$ cat src/rtl/ocdja_consts.svh
`ifndef OCDJA_CONSTS_SVH
`define OCDJA_CONSTS_SVH

// Instruction register
`define OCDJA_IR_W 4
`define OCDJA_IR_RESET 4'h1
`define OCDJA_IR_CAPTURE 4'h1
`define OCDJA_IR_BYPASS 4'hF
// Debug access opcodes
`define OCDJA_INSTR_A 4'h8
`define OCDJA_INSTR_B 4'h9
`define OCDJA_INSTR_C 4'hA
`define OCDJA_INSTR_D 4'hB
// Mailbox
`define OCDJA_MBOX_W 8
`define OCDJA_MBOX_RESET 8'h00
`define OCDJA_DIRTY_BIT 7

`endif

$ cat src/rtl/ocdja_pkg.sv
`default_nettype none
`include "ocdja_consts.svh"

package ocdja_pkg;

  typedef enum logic [3:0] {
    TAP_RESET, TAP_IDLE, TAP_SEL_DR, TAP_CAP_DR, TAP_SHIFT_DR, TAP_EXIT1_DR,
    TAP_PAUSE_DR, TAP_EXIT2_DR, TAP_UPD_DR, TAP_SEL_IR, TAP_CAP_IR,
    TAP_SHIFT_IR, TAP_EXIT1_IR, TAP_PAUSE_IR, TAP_EXIT2_IR, TAP_UPD_IR
  } ocdja_tap_t;

  typedef struct packed {
    logic hit;
    logic rd;
    logic wr;
    logic [`OCDJA_MBOX_W-1:0] wdata;
  } ocdja_cpu_req_t;

  typedef struct packed {
    logic [2:0] tck_sync;
    logic [1:0] tms_sync;
    logic [1:0] tdi_sync;
    ocdja_tap_t tap;
    logic [`OCDJA_IR_W-1:0] ir;
    logic [`OCDJA_IR_W-1:0] ir_shift;
    logic [`OCDJA_MBOX_W-1:0] dr_shift;
    logic tdo;
    logic tdo_drive;
    logic [`OCDJA_MBOX_W-1:0] mbox;
    logic dirty;
    logic access_en;
    logic [`OCDJA_MBOX_W-1:0] host_byte;
    logic host_valid;
    logic [`OCDJA_MBOX_W-1:0] rdata;
    logic erase_seen;
  } ocdja_state_t;

endpackage
`default_nettype wire

$ cat src/rtl/ocdja_top.sv
`timescale 1ns/1ps
`default_nettype none
`include "ocdja_consts.svh"

module ocdja_top (
  input wire logic ref_clk_i,
  input wire logic resetn_i,
  input wire logic tck_i,
  input wire logic tms_i,
  input wire logic tdi_i,
  output logic tdo_o,
  output logic tdo_oe_n_o,
  input wire logic test_port_enable_fuse_i,
  input wire logic test_port_disable_bit_i,
  input wire logic debug_enable_fuse_i,
  input wire logic lock_bit_one_i,
  input wire logic lock_bit_two_i,
  input wire logic chip_erase_done_i,
  input wire ocdja_pkg::ocdja_cpu_req_t cpu_req_i,
  output logic [7:0] cpu_rdata_o,
  output logic std_rd_o,
  output logic std_wr_o,
  input wire logic [7:0] std_rdata_i,
  output logic [7:0] host_byte_o,
  output logic host_byte_valid_o,
  output logic tap_enabled_o,
  output logic debug_enabled_o,
  output logic [1:0] debug_instr_o,
  output logic debug_instr_active_o,
  output logic prog_path_enable_o,
  output logic debug_fuse_prog_ok_o
);

  // ****************************************
  // Qualifiers
  // ****************************************
  ocdja_pkg::ocdja_state_t s_reg;
  ocdja_pkg::ocdja_state_t s_next;
  logic tap_en;
  logic dbg_en;
  logic any_lock;
  logic route_mbox;
  logic tck_rise;
  logic tck_fall;
  logic tms;
  logic tdi;
  logic priv;
  logic host_set;

  assign tap_en = test_port_enable_fuse_i & ~test_port_disable_bit_i;
  assign any_lock = lock_bit_one_i | lock_bit_two_i;
  assign dbg_en = tap_en & debug_enable_fuse_i & ~any_lock;
  // Lock bits cut the mailbox route in the same cycle
  assign route_mbox = debug_enable_fuse_i & dbg_en & s_reg.access_en;
  assign tck_rise = s_reg.tck_sync[1] & ~s_reg.tck_sync[2];
  assign tck_fall = ~s_reg.tck_sync[1] & s_reg.tck_sync[2];
  assign tms = s_reg.tms_sync[1];
  assign tdi = s_reg.tdi_sync[1];
  assign priv = dbg_en && (s_reg.ir[3:2] == 2'(`OCDJA_INSTR_A >> 2));
  // Debugger byte update outranks a CPU read clear
  assign host_set = tck_rise & (s_reg.tap == ocdja_pkg::TAP_UPD_DR) & priv
    & (s_reg.ir == `OCDJA_INSTR_C);

  // ****************************************
  // Next state
  // ****************************************
  always_comb begin
    s_next = s_reg;
    s_next.tck_sync = {s_reg.tck_sync[1:0], tck_i};
    s_next.tms_sync = {s_reg.tms_sync[0], tms_i};
    s_next.tdi_sync = {s_reg.tdi_sync[0], tdi_i};
    if (chip_erase_done_i) begin
      s_next.erase_seen = 1'b1;
    end
    if (!tap_en) begin
      s_next.tap = ocdja_pkg::TAP_RESET;
      s_next.ir = `OCDJA_IR_RESET;
      s_next.tdo_drive = 1'b0;
    end else if (tck_rise) begin
      case (s_reg.tap)
        ocdja_pkg::TAP_RESET: s_next.tap = tms ? ocdja_pkg::TAP_RESET : ocdja_pkg::TAP_IDLE;
        ocdja_pkg::TAP_IDLE: s_next.tap = tms ? ocdja_pkg::TAP_SEL_DR : ocdja_pkg::TAP_IDLE;
        ocdja_pkg::TAP_SEL_DR: s_next.tap = tms ? ocdja_pkg::TAP_SEL_IR : ocdja_pkg::TAP_CAP_DR;
        ocdja_pkg::TAP_CAP_DR:
          s_next.tap = tms ? ocdja_pkg::TAP_EXIT1_DR : ocdja_pkg::TAP_SHIFT_DR;
        ocdja_pkg::TAP_SHIFT_DR:
          s_next.tap = tms ? ocdja_pkg::TAP_EXIT1_DR : ocdja_pkg::TAP_SHIFT_DR;
        ocdja_pkg::TAP_EXIT1_DR:
          s_next.tap = tms ? ocdja_pkg::TAP_UPD_DR : ocdja_pkg::TAP_PAUSE_DR;
        ocdja_pkg::TAP_PAUSE_DR:
          s_next.tap = tms ? ocdja_pkg::TAP_EXIT2_DR : ocdja_pkg::TAP_PAUSE_DR;
        ocdja_pkg::TAP_EXIT2_DR:
          s_next.tap = tms ? ocdja_pkg::TAP_UPD_DR : ocdja_pkg::TAP_SHIFT_DR;
        ocdja_pkg::TAP_UPD_DR: s_next.tap = tms ? ocdja_pkg::TAP_SEL_DR : ocdja_pkg::TAP_IDLE;
        ocdja_pkg::TAP_SEL_IR: s_next.tap = tms ? ocdja_pkg::TAP_RESET : ocdja_pkg::TAP_CAP_IR;
        ocdja_pkg::TAP_CAP_IR:
          s_next.tap = tms ? ocdja_pkg::TAP_EXIT1_IR : ocdja_pkg::TAP_SHIFT_IR;
        ocdja_pkg::TAP_SHIFT_IR:
          s_next.tap = tms ? ocdja_pkg::TAP_EXIT1_IR : ocdja_pkg::TAP_SHIFT_IR;
        ocdja_pkg::TAP_EXIT1_IR:
          s_next.tap = tms ? ocdja_pkg::TAP_UPD_IR : ocdja_pkg::TAP_PAUSE_IR;
        ocdja_pkg::TAP_PAUSE_IR:
          s_next.tap = tms ? ocdja_pkg::TAP_EXIT2_IR : ocdja_pkg::TAP_PAUSE_IR;
        ocdja_pkg::TAP_EXIT2_IR:
          s_next.tap = tms ? ocdja_pkg::TAP_UPD_IR : ocdja_pkg::TAP_SHIFT_IR;
        ocdja_pkg::TAP_UPD_IR: s_next.tap = tms ? ocdja_pkg::TAP_SEL_DR : ocdja_pkg::TAP_IDLE;
        default: s_next.tap = ocdja_pkg::TAP_RESET;
      endcase
      case (s_reg.tap)
        ocdja_pkg::TAP_RESET: begin
          s_next.ir = `OCDJA_IR_RESET;
        end
        ocdja_pkg::TAP_CAP_IR: begin
          s_next.ir_shift = `OCDJA_IR_CAPTURE;
        end
        ocdja_pkg::TAP_SHIFT_IR: begin
          s_next.ir_shift = {tdi, s_reg.ir_shift[`OCDJA_IR_W-1:1]};
        end
        ocdja_pkg::TAP_UPD_IR: begin
          s_next.ir = s_reg.ir_shift;
        end
        ocdja_pkg::TAP_CAP_DR: begin
          if (priv && s_reg.ir == `OCDJA_INSTR_A) begin
            s_next.dr_shift = s_reg.mbox;
          end else if (priv && s_reg.ir == `OCDJA_INSTR_B) begin
            s_next.dr_shift = {s_reg.dirty, 6'h00, s_reg.access_en};
          end else begin
            s_next.dr_shift = `OCDJA_MBOX_RESET;
          end
        end
        ocdja_pkg::TAP_SHIFT_DR: begin
          if (priv) begin
            s_next.dr_shift = {tdi, s_reg.dr_shift[`OCDJA_MBOX_W-1:1]};
          end else begin
            s_next.dr_shift = {7'h00, tdi};
          end
        end
        ocdja_pkg::TAP_UPD_DR: begin
          if (priv && s_reg.ir == `OCDJA_INSTR_A) begin
            s_next.dirty = 1'b0;
          end
          if (priv && s_reg.ir == `OCDJA_INSTR_B) begin
            s_next.access_en = s_reg.dr_shift[0];
          end
          if (priv && s_reg.ir == `OCDJA_INSTR_C) begin
            s_next.host_byte = s_reg.dr_shift;
            s_next.host_valid = 1'b1;
          end
        end
        default: begin
        end
      endcase
    end else if (tck_fall) begin
      s_next.tdo_drive = (s_reg.tap == ocdja_pkg::TAP_SHIFT_DR)
        || (s_reg.tap == ocdja_pkg::TAP_SHIFT_IR);
      s_next.tdo = (s_reg.tap == ocdja_pkg::TAP_SHIFT_IR) ? s_reg.ir_shift[0]
        : s_reg.dr_shift[0];
    end
    if (!dbg_en) begin
      s_next.access_en = 1'b0;
    end
    // CPU side of the mailbox
    if (cpu_req_i.hit && route_mbox && cpu_req_i.wr) begin
      s_next.mbox = cpu_req_i.wdata;
      s_next.dirty = 1'b1;
    end
    if (cpu_req_i.hit && cpu_req_i.rd) begin
      if (route_mbox) begin
        s_next.rdata = {s_reg.dirty, s_reg.mbox[`OCDJA_DIRTY_BIT-1:0]};
        if (!host_set) begin
          s_next.host_valid = 1'b0;
        end
      end else begin
        s_next.rdata = std_rdata_i;
      end
    end
  end

  // ****************************************
  // State register
  // ****************************************
  always_ff @(posedge ref_clk_i or negedge resetn_i) begin
    if (!resetn_i) begin
      s_reg <= '0;
      s_reg.tap <= ocdja_pkg::TAP_RESET;
      s_reg.ir <= `OCDJA_IR_RESET;
      s_reg.mbox <= `OCDJA_MBOX_RESET;
    end else begin
      s_reg <= s_next;
    end
  end

  // ****************************************
  // Outputs
  // ****************************************
  assign tdo_o = s_reg.tdo;
  assign tdo_oe_n_o = ~s_reg.tdo_drive;
  assign cpu_rdata_o = s_reg.rdata;
  assign std_rd_o = cpu_req_i.hit & cpu_req_i.rd & ~route_mbox;
  assign std_wr_o = cpu_req_i.hit & cpu_req_i.wr & ~route_mbox;
  assign host_byte_o = s_reg.host_byte;
  assign host_byte_valid_o = s_reg.host_valid;
  assign tap_enabled_o = tap_en;
  assign debug_enabled_o = dbg_en;
  assign debug_instr_o = s_reg.ir[1:0];
  assign debug_instr_active_o = priv;
  assign prog_path_enable_o = tap_en;
  assign debug_fuse_prog_ok_o = ~any_lock | s_reg.erase_seen;

endmodule
`default_nettype wire

$ cat config.mk
export PLATFORM = sky130hd
export DESIGN_NAME = ocdja_top
export DESIGN_NICKNAME = d
export VERILOG_FILES = /design/src/rtl/ocdja_pkg.sv /design/src/rtl/ocdja_top.sv
export VERILOG_INCLUDE_DIRS = /design/src /design/src/rtl
export SDC_FILE = /design/constraint.sdc
export NUM_CORES = 1
export LEC_CHECK = 0
export BUFFER_PORTS_ARGS = -buffer_cell sky130_fd_sc_hd__buf_2
export CORE_ASPECT_RATIO = 1.1
export CORE_UTILIZATION = 34
export CTS_CLUSTER_DIAMETER = 80
export CTS_CLUSTER_SIZE = 28
export DETAILED_ROUTE_END_ITERATION = 8
export GPL_TIMING_DRIVEN = 0
export SLEW_MARGIN = 40
export SYNTH_ARGS = -nofsm -noshare
export SYNTH_HDL_FRONTEND = slang
export SYNTH_SLANG_ARGS = --single-unit
$ cat constraint.sdc
create_clock -name ref_clk_i -period 2.4 [get_ports ref_clk_i]
set_input_delay 0 -clock ref_clk_i [delete_from_list [all_inputs] [get_ports ref_clk_i]]
set_output_delay 0 -clock ref_clk_i [all_outputs]
set_load 0.005 [all_outputs]
==> reports/summary.txt, run 1 <==
outcome -> finished clean
VDD IR max -> 0.3552 mV
WP data arrival -> 2.36 ns
Post-Syn Instances -> 269
Ys Warns -> 0
RSZ-0062 raised after global routing -> false
Post-synth ARST share -> 1.000
Worst Tran Pin Value -> 0.7094 ns
CTS Buf Count -> 9
share of cells above drive strength 1 -> 0.3370
IO Pins -> 58
Max Root-Sink Buffers -> 2
crit path time final -> 2.139 ns
Post-Synth Adder-Cell Area -> 0
largest family of logic cells by synthesized area -> simple AND/OR/NAND/NOR gates
placed cells -> 434
Die Height -> 97.69 um
ANT nets after route -> 0
Final Hold Viols -> 0
synthesized area -> 2830 um2
Final Setup Violations -> 0
mux cell area share after synthesis -> 0.1101
skew final -> 0.007848 ns
Detailed Route WL -> 6.376 mm
top cell type by total area after synthesis -> dfrtp_1
core area -> 7998 um2
DRC -> 0
CP max FO -> 9
Seq cells post-synth -> 57
# rows -> 34
Synth-to-Final Area Change -> 30.50%
DR vias/cell -> 4.873
Slew HR -> 0.5271
Routed WL per cell -> 13.48 um
initial antenna violation count -> 0
Pleak -> 1.754 nW
Post CTS Setup Buffer Count -> 0
crit share post-route -> 0.8910
htree depth -> 3
number of fill cells -> 808
Max Cap Viol -> 0
Area contributors post-synth -> dfrtp_1, mux2_2, buf_4
die footprint -> 8693 um2
Yosys top cell area share -> 0.4951
Yosys cell types -> 50
setup TNS -> 0 ns
P per Cell Area -> 587.6 nW/um2
GP Congestion -> 0.8191
crit path capture type -> register
worst skew pair latency -> 0.34 ns
clock sink total -> 57
max FFs per register -> 33
Setup Crit Path Kind -> reg -> reg
first-pass GRT wire length -> 10.61 mm
Initial DRT Pass Iterations -> 6
fin. max-slew vios -> 0
Congestion Overflow GR -> 0
Tot GR Track Use -> 0.1614
synthesized area per cell -> 10.52 um2
Max Fclk -> 467.6 MHz
DR iter-0 viols -> 100
largest net degree at the start of global routing -> 58
vias in the first global route -> 2285
initial core utilization -> 0.3539
Synth Area in XOR/XNOR -> 0.003095
die extent in x -> 88.99 um
DP Wirelength -> 4.438 mm
Post-synth EDFFs -> 0
DR vias -> 2305
ant diodes -> 0
count of input and output buffers -> 57
register area share after synthesis -> 0.5044
simple-gate portion of the synthesized area -> 0.1481
CTS tree -> yes
Compound-Gate Fraction of Synth Area -> 0.1468
crit path launch type -> register
Syn Nets -> 299
Reg clk slew, reported paths -> 0.07 ns
Final nets -> 390
Req. time, crit path -> 2.62 ns
Hold Path Class -> in -> reg
Finished Core Util -> 0.4618
Clock Root Buffer -> clkbuf_8
dominant synthesized flop cell -> dfrtp_1
Final Non-Filler Cells -> 473
-- metal layers --
layer | GRT usage | wire length (um) | vias to the layer above
li1 | - | - | 1128
met1 | 0.2000 | 2859 | 1110
met2 | 0.2675 | 3187 | 60
met3 | 0.04078 | 243 | 7
met4 | 0.05983 | 85 | 0
met5 | 0 | 0 | -
-- repair_timing --
item                                   CTS  global route
gates resized for setup                  0             0
hold buffers                            23             0
endpoints found under the hold margin   77             0
-- per-stage QoR --
| stage | power [mW] | worst slack, ns | cell area (um2) | hold slack, ns |
|---|---|---|---|---|
| floorplan | 1.106 | 0.6156 | 2830 | -0.2956 |
| global placement | 1.188 | 0.3120 | 3251 | 0.1085 |
| detailed placement | 1.191 | 0.2404 | 3253 | 0.1093 |
| CTS | 2.194 | 0.2381 | 3694 | 0.1491 |
| global route | 2.272 | 0.1189 | 3694 | 0.1713 |
| finish | 2.170 | 0.2615 | 3694 | 0.1576 |
-- path summary, 6_finish.rpt --
kind                                  end  depth (start not counted)  slack [ns]      startpoint
setup / recovery           host_byte_o[7]                          4        0.26       s_reg[48]
hold / removal                  s_reg[37]                          4        0.16  lock_bit_one_i
setup reg to reg           host_byte_o[7]                          4        0.26       s_reg[48]
hold reg to reg                s_next[56]                          0        0.35      s_next[55]
max in group asynchronous  host_byte_o[7]                          2        1.67        resetn_i
min in group asynchronous  cpu_rdata_o[5]                          2        0.26        resetn_i
-- power by group --
part           leakage, nW  internal [mW]  total (mW)  switching [mW]
Combinational        0.903          0.105       0.196          0.0906
Clock                0.106          0.579       0.970           0.391
Sequential           0.745          0.989        1.00          0.0153
Total                 1.75           1.67        2.17           0.497
-- synthesized netlist by cell type (2+ instances only) --
| library cell | number |
|---|---|
| a211o_1 | 2 |
| a21oi_1 | 24 |
| a22o_1 | 11 |
| a31oi_1 | 3 |
| and3_2 | 2 |
| buf_2 | 3 |
| buf_4 | 19 |
| clkbuf_1 | 13 |
| dfrtp_1 | 56 |
| inv_1 | 5 |
| mux2_2 | 17 |
| mux2i_1 | 12 |
| nand2_1 | 18 |
| nand2b_1 | 3 |
| nand3_1 | 11 |
| nand4_1 | 2 |
| nor2_1 | 17 |
| nor2b_1 | 5 |
| nor3_1 | 3 |
| o211ai_1 | 4 |
| o21ai_0 | 8 |
| o31ai_1 | 3 |
-- worst max-delay path: stages (launching register included) --
cell	delay [ns]
dfrtp_1	0.46
and2b_1	0.32
nand3_1	0.19
nor4b_4	0.63
mux2_2	0.41
-- cell families (layout without fill, tap and decap cells) --
group	count (synthesis)	count (layout)
multiplexers	29	29
flip-flops	57	57
AO/OA/AOI/OAI	63	63
buffers and inverters	44	140
XOR/XNOR	1	1
AND/OR/NAND/NOR	75	75
-- final cells by class --
class | instances | area [um2] | share of cell area
Inverter | 7 | 26.28 | 0.007114
Tap cell | 108 | 135.1 | 0.03659
Timing Repair Buffer | 80 | 518.0 | 0.1402
Sequential cell | 57 | 1428 | 0.3865
Multi-Input combinational cell | 168 | 1155 | 0.3127
Clock buffer | 10 | 127.6 | 0.03455
Buffer | 37 | 221.5 | 0.05996
Clock inverter | 6 | 82.58 | 0.02236
-- placed cells by master (no fill, tap or decap), drive strengths merged, types with 2 or more instances in the layout --
master / count
a211o: 2
a21oi: 24
a22o: 11
a31oi: 3
and2: 2
and3: 3
buf: 81
bufinv: 2
clkbuf: 23
clkinv: 4
dfrtp: 56
dlygate4sd3: 23
inv: 6
mux2: 17
mux2i: 12
nand2: 18
nand2b: 3
nand3: 11
nand4: 2
nor2: 17
nor2b: 5
nor3: 3
nor3b: 2
nor4b: 2
o211ai: 4
o21ai: 8
o31ai: 3
(Power assumes the default switching activity.)
==> inputs of run 2 (changes only) <==
- RECOVER_POWER: unset -> 50
==> run 2 against run 1 <==
Effect of this change: final area fell by 0.14%; clock power barely moved; via count rose by 0.13%; clock skew barely moved; register-to-register slack barely moved; first-iteration DRC count did not move; sequential power barely moved; non-clock buffer count did not move; wire length fell by 0.14%; sequential share of layout area rose by 0.052 points; worst setup slack improved by 0.0017 ns; highest routed layer unchanged; worst hold slack barely moved.
==> reports/summary.txt, run 2 (synthesized netlist as in run 1, its figures left out) <==
initial core utilization -> 0.3539
power consumption -> 2.169 mW
ant diodes -> 0
ANT nets after route -> 0
DR vias/cell -> 4.879
Setup crit start -> s_reg[48]
Max Cap Viol -> 0
r2r worst-path depth -> 4
die extent in x -> 88.99 um
most frequent cells in the layout -> buf_2, dfrtp_1, a21oi_1, dlygate4sd3_1, nand2_1
setup TNS -> 0 ns
Worst R2R End -> host_byte_o[7]
Reg clk slew, reported paths -> 0.07 ns
Worst Tran Pin Value -> 1.380 ns
Slew HR -> 0.07972
fin. max-slew vios -> 0
htree depth -> 3
share of cells above drive strength 1 -> 0.3315
worst skew pair latency -> 0.34 ns
vias in the first global route -> 2285
die footprint -> 8693 um2
CP max stage cell -> nor4b_4
most common cell after layout, fill and taps aside -> buf_2
IO Pins -> 58
Critical R2R Launch -> s_reg[48]
skew final -> 0.007851 ns
post-CTS sizing -> 0
Routed WL per cell -> 13.46 um
Setup Crit Path Kind -> reg -> reg
VDD IR max -> 0.3552 mV
GP Congestion -> 0.8191
first-pass GRT wire length -> 10.61 mm
Max Fclk -> 468.0 MHz
Congestion Overflow GR -> 0
Largest stage delay, worst path -> 0.63 ns
max FFs per register -> 33
Final Hold Viols -> 0
Final nets -> 390
DP Wirelength -> 4.438 mm
CP max FO -> 9
clock sink total -> 57
P per Cell Area -> 588.0 nW/um2
Hold Path Class -> in -> reg
Max Root-Sink Buffers -> 2
crit path launch type -> register
Detailed Route WL -> 6.367 mm
Initial DRT Pass Iterations -> 6
count of input and output buffers -> 57
RSZ-0062 raised after global routing -> false
WP data arrival -> 2.36 ns
Worst setup endpoint -> host_byte_o[7]
crit path time final -> 2.137 ns
core area -> 7998 um2
CTS tree -> yes
Die Height -> 97.69 um
largest net degree at the start of global routing -> 58
Final Setup Violations -> 0
# rows -> 34
Tot GR Track Use -> 0.1614
FF-to-FF setup slack -> 0.26 ns
Req. time, crit path -> 2.62 ns
Pleak -> 1.746 nW
DR vias -> 2308
CTS Buf Count -> 9
DR iter-0 viols -> 100
initial antenna violation count -> 0
outcome -> finished clean
crit path cell chain -> and2b_1 -> nand3_1 -> nor4b_4 -> mux2_2
Clock Root Buffer -> clkbuf_8
DRC -> 0
crit path capture type -> register
crit share post-route -> 0.8903
Synth-to-Final Area Change -> 30.33%
==> run 2: critical path, delay by kind of cell (launching register included) <==
kind / cells / cell delay [ns]
AND/OR/NAND/NOR: 3 / 1.14
multiplexers: 1 / 0.41
flip-flops: 1 / 0.46
==> run 2: per-layer routing <==
layer  global-route usage  vias up  routed length, um
met5                    0        -                  0
met4              0.05983        0                 85
met3              0.04078        7                255
met2               0.2675       65               3184
met1               0.2000     1109               2841
li1                     -     1127                  -
==> run 2: repair_timing <==
item                      CTS  global route
setup buffers               0             0
hold buffers               23             0
hold endpoints to repair   77             0
==> run 2: report_power, final <==
group	switching, mW	internal, mW	leakage [nW]	total [mW]
combinational	0.0906	0.104	0.894	0.195
clock	0.391	0.579	0.106	0.970
sequential	0.0153	0.989	0.745	1.00
total	0.497	1.67	1.75	2.17
==> run 2: worst min path at each step <==
stage / start / to / slack (ns) / cells after the start
after detailed placement: resetn_i / cpu_rdata_o[5] / 0.11 / 1
after CTS: lock_bit_one_i / s_reg[37] / 0.15 / 4
final: lock_bit_one_i / s_reg[37] / 0.16 / 4
after global placement: tms_i / s_next[53] / 0.11 / 1
after floorplan: resetn_i / cpu_rdata_o[0] / -0.30 / 0
after global routing: lock_bit_two_i / s_reg[37] / 0.17 / 4
==> run 2: layout make-up <==
| type | count | area, um2 |
|---|---|---|
| Clock buffer | 10 | 127.6 |
| Clock inverter | 6 | 82.58 |
| Tap cell | 108 | 135.1 |
| Timing Repair Buffer | 80 | 513.0 |
| Sequential cell | 57 | 1428 |
| Multi-Input combinational cell | 168 | 1155 |
| Buffer | 37 | 221.5 |
| Fill cell | 809 | 4309 |
| Inverter | 7 | 26.28 |
==> run 2: through the flow <==
step	setup slack (ns)	instance area, um2	util	hold WS [ns]	cells
finish	0.2632	3689	0.4612	0.1577	473
global route	0.1189	3689	0.4612	0.1713	473
CTS	0.2381	3694	0.4618	0.1491	473
detailed placement	0.2404	3253	0.4068	0.1093	434
global placement	0.3120	3251	0.4064	0.1085	434
floorplan	0.6156	2830	-	-0.2956	269
==> inputs of run 3 (changes only) <==
- BUFFER_PORTS_ARGS: -buffer_cell sky130_fd_sc_hd__buf_2 -> unset
- DONT_BUFFER_PORTS: unset -> 1
==> run 3 against run 2 <==
Effect of this change: highest routed layer unchanged; clock power is 0.4% lower; largest cell class unchanged; largest power group unchanged; count of clock-buffer cells in the layout unchanged; final cell count fell by 12%.
==> reports/summary.txt, run 3 (synthesized netlist as in run 1, its figures left out) <==
die footprint -> 8693 um2
count of input and output buffers -> 0
crit path capture type -> register
Synth-to-Final Area Change -> 20.51%
DR iter-0 viols -> 131
crit path launch type -> register
setup TNS -> 0 ns
most common cell after layout, fill and taps aside -> dfrtp_1
VDD IR max -> 0.3668 mV
outcome -> finished clean
Clock Root Buffer -> clkbuf_8
Setup Crit Path Kind -> reg -> reg
Tot GR Track Use -> 0.1578
initial antenna violation count -> 0
Routed WL per cell -> 15.22 um
crit share post-route -> 0.8713
Final Hold Viols -> 0
CTS Buf Count -> 9
Slew HR -> 0.06913
# rows -> 34
CP max FO -> 9
Hold Path Class -> in -> reg
Post CTS Setup Buffer Count -> 0
DP Wirelength -> 4.315 mm
die extent in x -> 88.99 um
initial core utilization -> 0.3539
skew final -> 0.009461 ns
Max Cap Viol -> 0
Reg clk slew, reported paths -> 0.06 ns
ANT nets after route -> 0
ant diodes -> 0
GP Congestion -> 0.8090
CTS tree -> yes
Finished Core Util -> 0.4265
Congestion Overflow GR -> 0
max FFs per register -> 33
fin. max-slew vios -> 0
first-pass GRT wire length -> 10.23 mm
core area -> 7998 um2
Min Hold Slack -> 0.03147 ns
Worst Tran Pin Value -> 1.396 ns
crit path time final -> 2.091 ns
DRC -> 0
Initial DRT Pass Iterations -> 4
Final nets -> 334
Pleak -> 1.516 nW
DR vias -> 2124
Detailed Route WL -> 6.346 mm
share of cells above drive strength 1 -> 0.2168
post-CTS sizing -> 0
RSZ-0062 raised after global routing -> false
Final Setup Violations -> 0
Max Root-Sink Buffers -> 2
Max Fclk -> 478.2 MHz
DR vias/cell -> 5.094
IO Pins -> 58
Req. time, crit path -> 2.63 ns
WP data arrival -> 2.32 ns
htree depth -> 3
most frequent cells in the layout -> dfrtp_1, a21oi_1, dlygate4sd3_1, nand2_1
Die Height -> 97.69 um
clock sink total -> 57
largest net degree at the start of global routing -> 58
worst skew pair latency -> 0.34 ns
vias in the first global route -> 2124
P per Cell Area -> 622.7 nW/um2
==> run 3: where the power goes <==
group          leakage [nW]  switching (mW)  internal [mW]
clock network         0.106           0.387          0.579
registers             0.745          0.0169          0.989
logic                 0.665          0.0780         0.0736
==> run 3: timing repair <==
item | 4_1_cts | 5_1_grt
hold buffers | 24 | 0
endpoints found under the hold margin | 78 | 0
setup endpoints to repair | 0 | 0
==> run 3: metrics by stage <==
stage / power (mW) / instances / setup WS (ns) / cell area (um2)
after floorplan: 1.106 / 269 / 0.6156 / 2830
after global placement: 1.125 / 377 / 0.2656 / 2965
after detailed placement: 1.127 / 377 / 0.2430 / 2965
after CTS: 2.157 / 417 / 0.2466 / 3433
after global routing: 2.220 / 417 / 0.1591 / 3411
final: 2.124 / 417 / 0.3088 / 3411
==> run 3: critical path, stage by stage, from the launching register on <==
cell and delay, ns:
dfrtp_1 0.45, and2b_1 0.31, nand3_1 0.19, nor4b_4 0.61
mux2_2 0.41
==> run 3: path summary, 6_finish.rpt <==
kind                       slack (ns)        endpoint           start  cells past startpoint
max                              0.31  host_byte_o[7]       s_reg[48]                      4
min reg2reg                      0.35      s_next[56]      s_next[55]                      0
min in group asynchronous        0.53  cpu_rdata_o[2]        resetn_i                      2
max reg2reg                      0.31  host_byte_o[7]       s_reg[48]                      4
min                              0.03       s_reg[37]  lock_bit_one_i                      3
max in group asynchronous        1.02       s_reg[49]        resetn_i                      2
==> run 3: final cells by class <==
cell class                      instances  area, um2
Inverter                                7      26.28
Fill cell                             799       4587
Tap cell                              108      135.1
Buffer                                 37      221.5
Multi-Input combinational cell        168       1155
Timing Repair Buffer                   24      235.2
Sequential cell                        57       1428
Clock inverter                          6      82.58
Clock buffer                           10      127.6
==> run 3: routing by layer <==
metal,wire length [um],vias to the layer above,track usage
li1,-,1016,-
met1,2726,1036,0.1883
met2,3189,66,0.2568
met3,352,6,0.06287
met4,77,0,0.05128
met5,0,-,0
